File: config.mk
export PLATFORM = sky130hd
export DESIGN_NAME = lpmc_top
export DESIGN_NICKNAME = d
export VERILOG_FILES = /design/src/design/lpmc_pkg.sv /design/src/design/lpmc_top.sv
export SDC_FILE = /design/constraint.sdc
export NUM_CORES = 1
export LEC_CHECK = 0
export BUFFER_PORTS_ARGS = -buffer_cell sky130_fd_sc_hd__buf_2
export CAP_MARGIN = 20
export CORE_MARGIN = 8
export CORE_UTILIZATION = 54
export CTS_BUF_LIST = sky130_fd_sc_hd__clkbuf_2 sky130_fd_sc_hd__clkbuf_4 sky130_fd_sc_hd__clkbuf_8
export CTS_CLUSTER_SIZE = 20
export DETAILED_ROUTE_END_ITERATION = 16
export PLACE_DENSITY = 0.81
export SETUP_SLACK_MARGIN = 0.5
export SLEW_MARGIN = 30
export SYNTH_ARGS = -nofsm -noshare
export SYNTH_HDL_FRONTEND = slang
export SYNTH_SLANG_ARGS = --single-unit
File: constraint.sdc
create_clock -name pclk -period 2.8 [get_ports pclk]
set_clock_uncertainty 0.2 [all_clocks]
set_input_delay 0.28 -clock pclk [delete_from_list [all_inputs] [get_ports pclk]]
set_output_delay 0.28 -clock pclk [all_outputs]
set_load 0.005 [all_outputs]
File: src/design/lpmc_pkg.sv
/*
 Shared constants and carriers for the low-power mode controller.
 Assumes one 200 MHz clock and an APB master for the register port.
*/
package lpmc_pkg;
  localparam int CLK_MHZ = 200;
  localparam logic [7:0] HALT_OPCODE = 8'h8e;
  localparam logic [1:0] MASK_WAKE = 2'h2;
  localparam int STAB_SHORT = 256;
  localparam int STAB_LONG = 4096;
  // APB map
  localparam logic [11:0] ADDR_CTRL = 12'h000;
  localparam logic [11:0] ADDR_STATUS = 12'h004;
  localparam logic [11:0] ADDR_PORT_VAL = 12'h008;
  localparam logic [11:0] ADDR_PORT_DIR = 12'h00c;
  localparam logic [11:0] ADDR_PORT_OPT = 12'h010;
  // Control field positions
  localparam int CTRL_OIE = 0;
  localparam int CTRL_SLOW = 1;
  localparam int CTRL_LONG = 2;
  localparam int CTRL_WDG_HALT = 3;
  localparam logic [31:0] CTRL_RESET = 32'h0000_0000;
  // Wakeup source bits
  localparam int SRC_TIMEBASE = 0;
  localparam int SRC_EXT0 = 1;
  localparam int SRC_EXT1 = 2;
  localparam int SRC_EXT2 = 3;
  localparam int SRC_EXT3 = 4;
  localparam int SRC_SPI = 5;
  localparam int SRC_TIMER_A = 6;
  localparam int SRC_TIMER_B = 7;
  localparam int SRC_SERIAL = 8;
  localparam int SRC_VOLT = 9;
  localparam logic [9:0] HALT_WAKE_MASK = 10'h03e;
  localparam logic [9:0] AHALT_WAKE_MASK = 10'h03f;

  typedef enum logic [2:0] {
    LPMC_RUN = 3'b000,
    LPMC_WAIT = 3'b001,
    LPMC_AHALT = 3'b010,
    LPMC_HALT = 3'b011,
    LPMC_STAB = 3'b100
  } lpmc_mode_t;

  typedef struct packed {
    logic cpu_clk_en;
    logic periph_clk_en;
    logic osc_en;
    logic slow_wait;
    logic force_mask;
    logic wdg_reset;
    logic resume;
    logic reset_fetch;
  } lpmc_out_t;
endpackage : lpmc_pkg

File: src/design/lpmc_top.sv
/*
 Low-power mode controller: run, wait, active-halt and halt sequencing,
 wakeup filtering, stabilisation delay and one 8-pin port register set.
 Assumes the CPU pulses wait/halt decode, and a soft reset request
 stands separately from presetn, which clears everything.
*/
// Design decisions made here: the register offsets and register access over APB.
// Function
// - Wait instruction stops CPU, peripherals run
// - Wait forces interrupt mask to 10
// - Wait leaves other state unaltered
// - Wait ends on interrupt or reset
// - Service pushes mask, pop restores it
// - Halt picks halt or active-halt by enable
// - Active-halt wakes on interrupt without delay
// - Reset from active-halt waits stabilisation
// - Halt modes force mask; pending wakes at once
// - Active-halt keeps only oscillator and timebase
// - Active-halt with enable blocks watchdog reset
// - Early enable clear falls into halt
// - Delay is 256 or 4096 by option
// - Halt wakes on interrupt, waits stabilisation
// - Halt switches oscillator off
// - Watchdog option turns halt into reset
// - Opcode 8e decodes as halt
// - Port holds eight configurable pins
// - Bit X controls pin X
// - Only listed sources wake halt modes
// - Wait while slow gives slow-wait
`timescale 1ns/100ps
module lpmc_top (
  // APB
  input wire logic pclk,
  input wire logic presetn,
  input wire logic psel,
  input wire logic penable,
  input wire logic pwrite,
  input wire logic [11:0] paddr,
  input wire logic [31:0] pwdata,
  output logic [31:0] prdata,
  output logic pready,
  output logic pslverr,
  // CPU side
  input wire logic wait_instruction,
  input wire logic [7:0] opcode,
  input wire logic opcode_valid,
  input wire logic [9:0] irq_pending,
  input wire logic reset_request,
  input wire logic watchdog_enabled,
  input wire logic [1:0] condition_code_mask,
  // Mode outputs
  output logic cpu_clk_en,
  output logic periph_clk_en,
  output logic osc_en,
  output logic slow_wait,
  output logic force_mask,
  output logic [1:0] forced_mask_value,
  output logic wdg_reset,
  output logic resume,
  output logic reset_fetch,
  output logic [2:0] mode,
  // Port pins
  input wire logic [7:0] pin_in,
  output logic [7:0] pin_out,
  output logic [7:0] pin_oe,
  output logic [7:0] pin_irq
);

  typedef struct packed {
    lpmc_pkg::lpmc_mode_t st;
    logic [12:0] cnt;
    logic stab_for_reset;
    logic ahalt_woke;
    logic [12:0] grace;
    logic [31:0] ctrl;
    logic [7:0] port_val;
    logic [7:0] port_dir;
    logic [7:0] port_opt;
    logic [31:0] rdata;
    logic ready;
    logic err;
    lpmc_pkg::lpmc_out_t o;
    logic [7:0] irq;
    logic [7:0] pin_q;
  } lpmc_state_t;

  lpmc_state_t cur;
  lpmc_state_t next_s;

  logic halt_dec;
  logic [12:0] stab_len;
  logic wake_ahalt;
  logic wake_halt;
  logic setup;
  logic [12:0] grace_cnt;

  assign halt_dec = opcode_valid && (opcode == lpmc_pkg::HALT_OPCODE);
  assign stab_len = cur.ctrl[lpmc_pkg::CTRL_LONG] ?
    13'(lpmc_pkg::STAB_LONG) : 13'(lpmc_pkg::STAB_SHORT);
  assign wake_ahalt = |(irq_pending & lpmc_pkg::AHALT_WAKE_MASK);
  assign wake_halt = |(irq_pending & lpmc_pkg::HALT_WAKE_MASK);
  assign setup = psel && !penable;
  assign grace_cnt = cur.grace;

  always_comb begin
    next_s = cur;
    next_s.o.resume = 1'b0;
    next_s.o.reset_fetch = 1'b0;
    next_s.o.wdg_reset = 1'b0;
    next_s.ready = 1'b0;
    next_s.err = 1'b0;
    next_s.pin_q = pin_in;
    if (cur.grace != 13'h0) begin
      next_s.grace = cur.grace - 13'h1;
    end
    // Pin input, interrupt-capable when input with option set
    next_s.irq = ~cur.port_dir & cur.port_opt & ~pin_in & cur.pin_q;
    unique case (cur.st)
      lpmc_pkg::LPMC_RUN: begin
        if (reset_request) begin
          next_s.o.reset_fetch = 1'b1;
        end else if (wait_instruction) begin
          next_s.st = lpmc_pkg::LPMC_WAIT;
        end else if (halt_dec) begin
          if (cur.ctrl[lpmc_pkg::CTRL_OIE]) begin
            next_s.st = lpmc_pkg::LPMC_AHALT;
          end else if (watchdog_enabled &&
                       cur.ctrl[lpmc_pkg::CTRL_WDG_HALT]) begin
            next_s.o.wdg_reset = 1'b1;
          end else begin
            next_s.st = lpmc_pkg::LPMC_HALT;
          end
        end else if (cur.grace != 13'h0 &&
                     !cur.ctrl[lpmc_pkg::CTRL_OIE]) begin
          // Enable cleared too early after active-halt wakeup
          next_s.st = lpmc_pkg::LPMC_HALT;
          next_s.cnt = cur.grace;
        end
      end
      lpmc_pkg::LPMC_WAIT: begin
        if (reset_request) begin
          next_s.st = lpmc_pkg::LPMC_RUN;
          next_s.o.reset_fetch = 1'b1;
        end else if (|irq_pending) begin
          next_s.st = lpmc_pkg::LPMC_RUN;
          next_s.o.resume = 1'b1;
        end
      end
      lpmc_pkg::LPMC_AHALT: begin
        if (reset_request) begin
          next_s.st = lpmc_pkg::LPMC_STAB;
          next_s.stab_for_reset = 1'b1;
          next_s.cnt = stab_len;
        end else if (wake_ahalt) begin
          next_s.st = lpmc_pkg::LPMC_RUN;
          next_s.o.resume = 1'b1;
          next_s.grace = stab_len;
        end
      end
      lpmc_pkg::LPMC_HALT: begin
        if (reset_request || wake_halt) begin
          next_s.st = lpmc_pkg::LPMC_STAB;
          next_s.stab_for_reset = reset_request;
          if (cur.cnt == 13'h0) begin
            next_s.cnt = stab_len;
          end
        end
      end
      lpmc_pkg::LPMC_STAB: begin
        if (cur.cnt <= 13'h1) begin
          next_s.st = lpmc_pkg::LPMC_RUN;
          next_s.cnt = 13'h0;
          next_s.o.resume = !cur.stab_for_reset;
          next_s.o.reset_fetch = cur.stab_for_reset;
        end else begin
          next_s.cnt = cur.cnt - 13'h1;
        end
      end
      default: next_s.st = lpmc_pkg::LPMC_RUN;
    endcase
    // Clock gating follows the next mode so it lines up with it
    next_s.o.cpu_clk_en = (next_s.st == lpmc_pkg::LPMC_RUN);
    next_s.o.periph_clk_en = (next_s.st == lpmc_pkg::LPMC_RUN) ||
      (next_s.st == lpmc_pkg::LPMC_WAIT);
    // Oscillator restarts at once on halt wakeup, before the count
    next_s.o.osc_en = (next_s.st != lpmc_pkg::LPMC_HALT);
    next_s.o.slow_wait = (next_s.st == lpmc_pkg::LPMC_WAIT) &&
      cur.ctrl[lpmc_pkg::CTRL_SLOW];
    // Mask only forced; CPU keeps the rest of its state
    next_s.o.force_mask = (next_s.st != lpmc_pkg::LPMC_RUN);
    // APB access; one wait state, answers on second access cycle
    if (psel && penable && !cur.ready) begin
      next_s.ready = 1'b1;
      next_s.rdata = 32'h0;
      unique case (paddr)
        lpmc_pkg::ADDR_CTRL: begin
          if (pwrite) next_s.ctrl = {28'h0, pwdata[3:0]};
          next_s.rdata = cur.ctrl;
        end
        lpmc_pkg::ADDR_STATUS: begin
          next_s.rdata = {16'h0, 3'h0, grace_cnt};
          next_s.rdata[31:29] = cur.st;
        end
        lpmc_pkg::ADDR_PORT_VAL: begin
          if (pwrite) next_s.port_val = pwdata[7:0];
          // Input pins read the pin, output pins the latch
          next_s.rdata = {24'h0, (cur.port_dir & cur.port_val) |
                          (~cur.port_dir & cur.pin_q)};
        end
        lpmc_pkg::ADDR_PORT_DIR: begin
          if (pwrite) next_s.port_dir = pwdata[7:0];
          next_s.rdata = {24'h0, cur.port_dir};
        end
        lpmc_pkg::ADDR_PORT_OPT: begin
          if (pwrite) next_s.port_opt = pwdata[7:0];
          next_s.rdata = {24'h0, cur.port_opt};
        end
        default: next_s.err = 1'b1;
      endcase
    end else if (setup) begin
      next_s.rdata = 32'h0;
    end
  end

  always_ff @(posedge pclk or negedge presetn) begin
    if (!presetn) begin
      cur <= '{st: lpmc_pkg::LPMC_RUN, cnt: 13'h0, stab_for_reset: 1'b0,
               ahalt_woke: 1'b0, grace: 13'h0,
               ctrl: lpmc_pkg::CTRL_RESET, port_val: 8'h00,
               port_dir: 8'h00, port_opt: 8'h00, rdata: 32'h0,
               ready: 1'b0, err: 1'b0,
               o: '{cpu_clk_en: 1'b1, periph_clk_en: 1'b1, osc_en: 1'b1,
                    default: 1'b0},
               irq: 8'h00, pin_q: 8'h00};
    end else begin
      cur <= next_s;
    end
  end

  assign prdata = cur.rdata;
  assign pready = cur.ready;
  assign pslverr = cur.err;
  assign cpu_clk_en = cur.o.cpu_clk_en;
  assign periph_clk_en = cur.o.periph_clk_en;
  assign osc_en = cur.o.osc_en;
  assign slow_wait = cur.o.slow_wait;
  assign force_mask = cur.o.force_mask;
  assign forced_mask_value = lpmc_pkg::MASK_WAKE;
  assign wdg_reset = cur.o.wdg_reset;
  assign resume = cur.o.resume;
  assign reset_fetch = cur.o.reset_fetch;
  assign mode = cur.st;
  assign pin_out = cur.port_val;
  assign pin_oe = cur.port_dir;
  assign pin_irq = cur.irq;
endmodule : lpmc_top

# [Word level (Yosys, flattened, before mapping)]
# Cells that the tools add are included.
[word_totals] register_bits=116 input_bits=81 out_inout_bits=71
[op_classes] addsub=2 n_lt_le_gt_ge=1 n_eq_ne=18 mux=44 bitwise=8 reduce_logical=33
[ops] operator="$pmux W32 S5" count=1
[ops] operator="$mux W13" count=9
[ops] operator="$mux W32" count=2
[ops] operator="$pmux W13 S4" count=1
[ops] operator="$and A8 B8 Y8" count=5
[ops] operator="$mux W16" count=2
[ops] operator="$mux W3" count=9
[ops] operator="$sub A13 B1 Y13 const B" count=2
[ops] operator="$eq A12 B4 Y1 const B" count=2
[ops] operator="$mux W17" count=1
[ops] operator="$not A8 Y8" count=2
[ops] operator="$pmux W3 S5" count=1
[ops] operator="$reduce_and A3 Y1" count=5
[ops] operator="$mux W14" count=1
[ops] operator="$ne A2 B2 Y1 const B" count=7
[ops] operator="$le A13 B1 Y1 const B" count=1
[ops] operator="$logic_not A13 Y1" count=1
[ops] operator="$reduce_bool A13 Y1" count=1
[ops] operator="$eq A12 B3 Y1 const B" count=1
[ops] operator="$eq A12 B5 Y1 const B" count=1
[ops] operator="$logic_not A12 Y1" count=1
[ops] operator="$mux W1" count=12
[ops] operator="$reduce_or A10 Y1" count=1
[ops] operator="$reduce_or A5 Y1" count=2
[ops] operator="other kinds (19)" count=35

# [Depth between registers and ports, before layout]
[logic_depth] ltp_word=9 mapped_depth=8 ltp_nobuf=7

# [Worst setup path before layout]
# OpenSTA, ideal clock, no wires.
[synth_timing] path_kind="flip-flop to flip-flop" from="register cur, in the netlist grace_cnt[10]" to="register cur, in the netlist force_mask" arrival_ns=2.084 required_time_ns=2.469 path_slack_ns=0.384 path_stages_with_launch=7 n_path_buf=1 synth_period_minus_slack_ns=2.416 cell_sequence="dfrtp_1 -> or4_1 -> buf_2 -> o41a_1 -> mux2i_1 -> o31ai_1 -> or3_1"
[synth_rtl] element="start: declaration" line_no="lpmc_top.sv:87" text="lpmc_state_t cur;"
[synth_rtl] element="start signal: assignment" line_no="lpmc_top.sv:227" text="cur <= '{st: lpmc_pkg::LPMC_RUN, cnt: 13'h0, stab_for_reset: 1'b0,"
[synth_rtl] element="start signal: assignment" line_no="lpmc_top.sv:236" text="cur <= next_s;"

==> impl_summary.md <==
Outcome
The flow ran to the end, and the final reports show no timing, DRC or antenna violations.

Synth
Counting flops with a built-in enable in the synthesized netlist gives 0. Summing the sequential cell areas from Yosys gives a little under half of the chip area. After technology mapping, the gate count stands at 510.

During synthesis, Yosys emitted a total of 0 warnings. The flip-flop cell with the highest count after synthesis is sky130_fd_sc_hd__dfrtp_1. The post-synthesis cell area is 5320 sq um. Synthesis instantiated between 60 and 70 different standard cells from the library. The average instance area after synthesis is 10.4 sq um.

The total of flip-flops plus latches after synthesis is 100. The async set-reset flop share out of synthesis is 100%.

Setup path
At the worst endpoint, the arrival time is between 2 and 3 ns. The startpoint identified for the worst register-to-register timing path is grace_cnt[9]$_DFF_PN0_. The kind of cell adding the most delay to the critical path is simple AND/OR/NAND/NOR gates. The kind of critical path is flop to flop. In this run the register-to-register setup slack is 0.36 ns. The critical path contains buffers and inverters numbering 0 combined. Of all nets on the critical path, the largest fanout is 4. The critical path goes through or4_4 -> o41a_1 -> mux2i_1 -> o31ai_2 -> or3_1.

The terminus of the critical flop-to-flop path is force_mask$_DFF_PN0_. STA classifies the critical path startpoint as a flop. The kind of capture point of the worst setup path is a flop. The required time at the worst-slack endpoint is 2.86 ns.

The logic depth of the worst register-to-register path is 5. The slowest stage of the critical path belongs to the cell sky130_fd_sc_hd__or4_4. The highest cell delay on the worst timing path is 0.56 ns.

Clock tree
The source-to-sink clock delay at the later pin of the worst-skew pair is 0.37 ns. The clock slew seen by the registers of the worst setup and hold paths is approximately 0.10 ns. The number of sinks on the clock net is 100. In this run the number of H-tree levels came out at 3. In this run, CTS created clock tree buffers numbering 9. The CTS root buffer is sky130_fd_sc_hd__clkbuf_8. The maximum count of clock buffers along a single path is 2. The clock tree from TritonCTS is done.

Die
The total core area is 9680 sq um. In this run the vertical extent of the chip is 115 um. The full die area is about 13,000 sq um. During I/O placement, the number of pins put on the boundary was 152. The starting density of the core is 54.9%. The horizontal extent of the die is 115 um. The initialized floorplan defines 36 standard-cell rows.

Layout
The filler cell count is 771. The net total in the final layout is roughly 700. The repair_antennas step left the layout with diodes totalling 0. The synthesis-to-finish area growth is 17.5%. In the final layout, the share of cells above drive strength 1 is 34.9%.

Min path
The path category of the worst min-delay check is primary input to flop. The hold-critical path endpoint is reset_fetch$_DFF_PN0_. In this run the most critical hold path is launched from reset_request. The worst hold path cell count is 3.

Routing
The count of nets left with antenna violations once routing finished came out at 0. The post-route DRC violation count is 0. For this block, the routed nets add up to approximately 14,000 um of wire. After the first detailed-routing iteration, the DRC count stood at 236. The via density per instance is approximately 5.8.

Before antenna repair, the detailed router went through 5 iterations. In the final routed layout, each cell accounts on average for 18.0 um. Summing over every cut layer, the via total after detailed routing is ~4,400.

STA
The final critical-path required period is 2.44 ns. The setup TNS after final layout is 0 ns. The final-report hold violation count is 0. In this run the tightest slew margin relative to its limit is 53.6%. The transition time at the pin with the least slew margin is between 0.6 and 0.7 ns. The maximum operating frequency is just over 400 MHz. Across all setup checks in the final design, the least slack found is 0.362 ns.

Of the available clock period, the critical path in the final layout requires 87.1%. Setup repair after global routing could not meet its margin everywhere. Setup violations remaining at the end of the flow were counted as 0. The number of max-slew violations in the final report is 0.

Power
Power spread over the standard cell area amounts to ~730 nW/um^2. The internal portion of the total power is around 2800 uW. Summed over all cells, the static leakage comes to 0.00297 uW. Sequential cells account for 41.5% of the total power. Of the total power, the share spent switching nets is 37.9%. The logic gate share of total power is about two fifths. In this run, the clock network consumes about 20% of the power. The completed layout was analyzed and its total power is 4540 uW. The net switching power of the design is 1720 uW. Across the VDD grid, the largest voltage drop is 0.407 mV.

Run
The tool flagged a number of max-cap violations equal to 0.

Global routing
The number of antenna violations at the first check in global routing is 0. The first global-routing pass estimated between 20,000 and 25,000 um of wire. Entering global routing, the biggest net connects 48 pins. The global-route usage over all layers is a little over a fifth. The number of global-route vias before repair is 4,487. Global routing finished with a remaining overflow of 0.

Placement
Once detailed placement completed, the half-perimeter wirelength came to 9760 um. Timing analysis after detailed placement gives a worst setup slack of 0.213 ns. The congestion estimate from routability-driven global placement came to 0.864. In this run the tool buffered the top-level ports with 107 buffer cells.
## tightest hold or removal path, stage by stage
cell and delay (ns):
sky130_fd_sc_hd__buf_2 0.15, sky130_fd_sc_hd__nand2b_1 0.10, sky130_fd_sc_hd__a21oi_1 0.07
## Yosys cell counts, drive strengths merged (5+ instances only)
| library cell | number | share of area (%) |
|---|---|---|
| or3b | 6 | 0.99 |
| nand2 | 26 | 1.8 |
| and2 | 5 | 0.59 |
| dfrtp | 97 | 46 |
| or4 | 7 | 1.1 |
| a32oi | 6 | 0.99 |
| nor4 | 15 | 2.2 |
| nor3b | 8 | 1.1 |
| o211ai | 11 | 1.6 |
| nand2b | 9 | 1.1 |
| a211oi | 6 | 0.85 |
| o21ai | 15 | 1.4 |
| nor2b | 7 | 0.82 |
| nand3 | 9 | 0.85 |
| nor3 | 9 | 0.85 |
| a22o | 10 | 1.6 |
| o2bb2ai | 11 | 1.8 |
| a21oi | 12 | 1.1 |
| inv | 13 | 0.92 |
| clkbuf | 17 | 1.2 |
| nor4bb | 5 | 0.94 |
| buf | 66 | 9.1 |
| nor2 | 35 | 2.5 |
| mux2 | 29 | 6.1 |
| xnor2 | 5 | 0.82 |
## power groups by stage
stage                     registers (uW)  logic [uW]  clock network, uW
after floorplan                     1860        1070                  0
after global placement              1890        1510                  0
after detailed placement            1900        1550                  0
after CTS                           1870        1670                931
after global routing                1920        1930                993
final                               1880        1740                917
## sequential cells by signal, indices dropped and copies added (netlist names), 3 cells and up
name	cells
grace_cnt	13
mode	3
cur	34
pin_out	8
pin_irq	8
prdata	16
pin_oe	8
## routing by layer
| metal | track usage, % | wire length, um | vias to the layer above |
|---|---|---|---|
| li1 | - | - | 2004 |
| met2 | 34.4 | 6590 | 166 |
| met5 | 0 | 0 | - |
| met4 | 7.18 | 227 | 0 |
| met3 | 5.62 | 1030 | 23 |
| met1 | 25.9 | 5670 | 2159 |
## metrics by stage
step	instances	hold slack (ns)	utilization [%]	instance area, sq um
6_report	749	0.0553	64.5	6250
5_1_grt	749	0.0501	64.5	6250
4_1_cts	748	0.0389	63.8	6180
3_5_place_dp	706	0.122	59.1	5720
3_3_place_gp	706	0.114	59.1	5720
2_1_floorplan	526	-0.216	-	5380
## worst max path at each step
stage | startpoint | endpoint | cells past startpoint | slack [ns]
3_3_place_gp | grace_cnt[0]$_DFF_PN0_ | force_mask$_DFF_PN0_ | 7 | 0.26
4_1_cts | grace_cnt[9]$_DFF_PN0_ | force_mask$_DFF_PN0_ | 5 | 0.38
6_report | grace_cnt[9]$_DFF_PN0_ | force_mask$_DFF_PN0_ | 5 | 0.36
2_1_floorplan | grace_cnt[10]$_DFF_PN0_ | force_mask$_DFF_PN0_ | 6 | 0.39
5_1_grt | cur[137]$_DFFE_PN0P_ | force_mask$_DFF_PN0_ | 5 | 0.29
3_5_place_dp | grace_cnt[0]$_DFF_PN0_ | force_mask$_DFF_PN0_ | 7 | 0.21
## cells by family after synthesis
logic type               synth area share, %
flip-flops                              47.1
buffers and inverters                   11.2
other                                  0.141
AO/OA/AOI/OAI                           15.0
XOR/XNOR                                1.32
AND/OR/NAND/NOR                         17.6
multiplexers                            6.71
adder cells (fa/ha/maj)                0.941
## cell type report
| cell class | count | area [sq um] | share of cell area [%] |
|---|---|---|---|
| Timing Repair Buffer | 157 | 961 | 15.4 |
| Sequential cell | 100 | 2510 | 40.1 |
| Tap cell | 133 | 166 | 2.66 |
| Clock inverter | 6 | 55.1 | 0.881 |
| Clock buffer | 10 | 138 | 2.20 |
| Inverter | 13 | 48.8 | 0.781 |
| Multi-Input combinational cell | 330 | 2370 | 38.0 |
## repair_timing
item	4_1_cts	5_1_grt
resized for setup	6	14
setup buffers	7	1
hold endpoints to repair	88	0
pin swaps	3	4
setup endpoints to repair	27	34
hold buffers	19	0
## placed cells by master (no fill, tap or decap), types with 5 or more instances in the layout
| master | instances |
|---|---|
| sky130_fd_sc_hd__a22o_1 | 10 |
| sky130_fd_sc_hd__a21oi_1 | 12 |
| sky130_fd_sc_hd__clkbuf_8 | 10 |
| sky130_fd_sc_hd__conb_1 | 18 |
| sky130_fd_sc_hd__nor3b_1 | 8 |
| sky130_fd_sc_hd__nor2_1 | 34 |
| sky130_fd_sc_hd__nor4_1 | 10 |
| sky130_fd_sc_hd__mux2_2 | 29 |
| sky130_fd_sc_hd__nor3_1 | 8 |
| sky130_fd_sc_hd__nor4bb_1 | 5 |
| sky130_fd_sc_hd__nand3_1 | 8 |
| sky130_fd_sc_hd__buf_4 | 32 |
| sky130_fd_sc_hd__o21ai_0 | 14 |
| sky130_fd_sc_hd__a211oi_1 | 6 |
| sky130_fd_sc_hd__buf_2 | 106 |
| sky130_fd_sc_hd__a32oi_1 | 6 |
| sky130_fd_sc_hd__o2bb2ai_1 | 11 |
| sky130_fd_sc_hd__nor2b_1 | 7 |
| sky130_fd_sc_hd__nand2_1 | 24 |
| sky130_fd_sc_hd__xnor2_1 | 5 |
| sky130_fd_sc_hd__inv_1 | 12 |
| sky130_fd_sc_hd__or3b_2 | 5 |
| sky130_fd_sc_hd__o211ai_1 | 11 |
| sky130_fd_sc_hd__dlygate4sd3_1 | 19 |
| sky130_fd_sc_hd__dfrtp_1 | 96 |
| sky130_fd_sc_hd__nand2b_1 | 9 |
No activity file was read; power rests on OpenSTA's default activity.
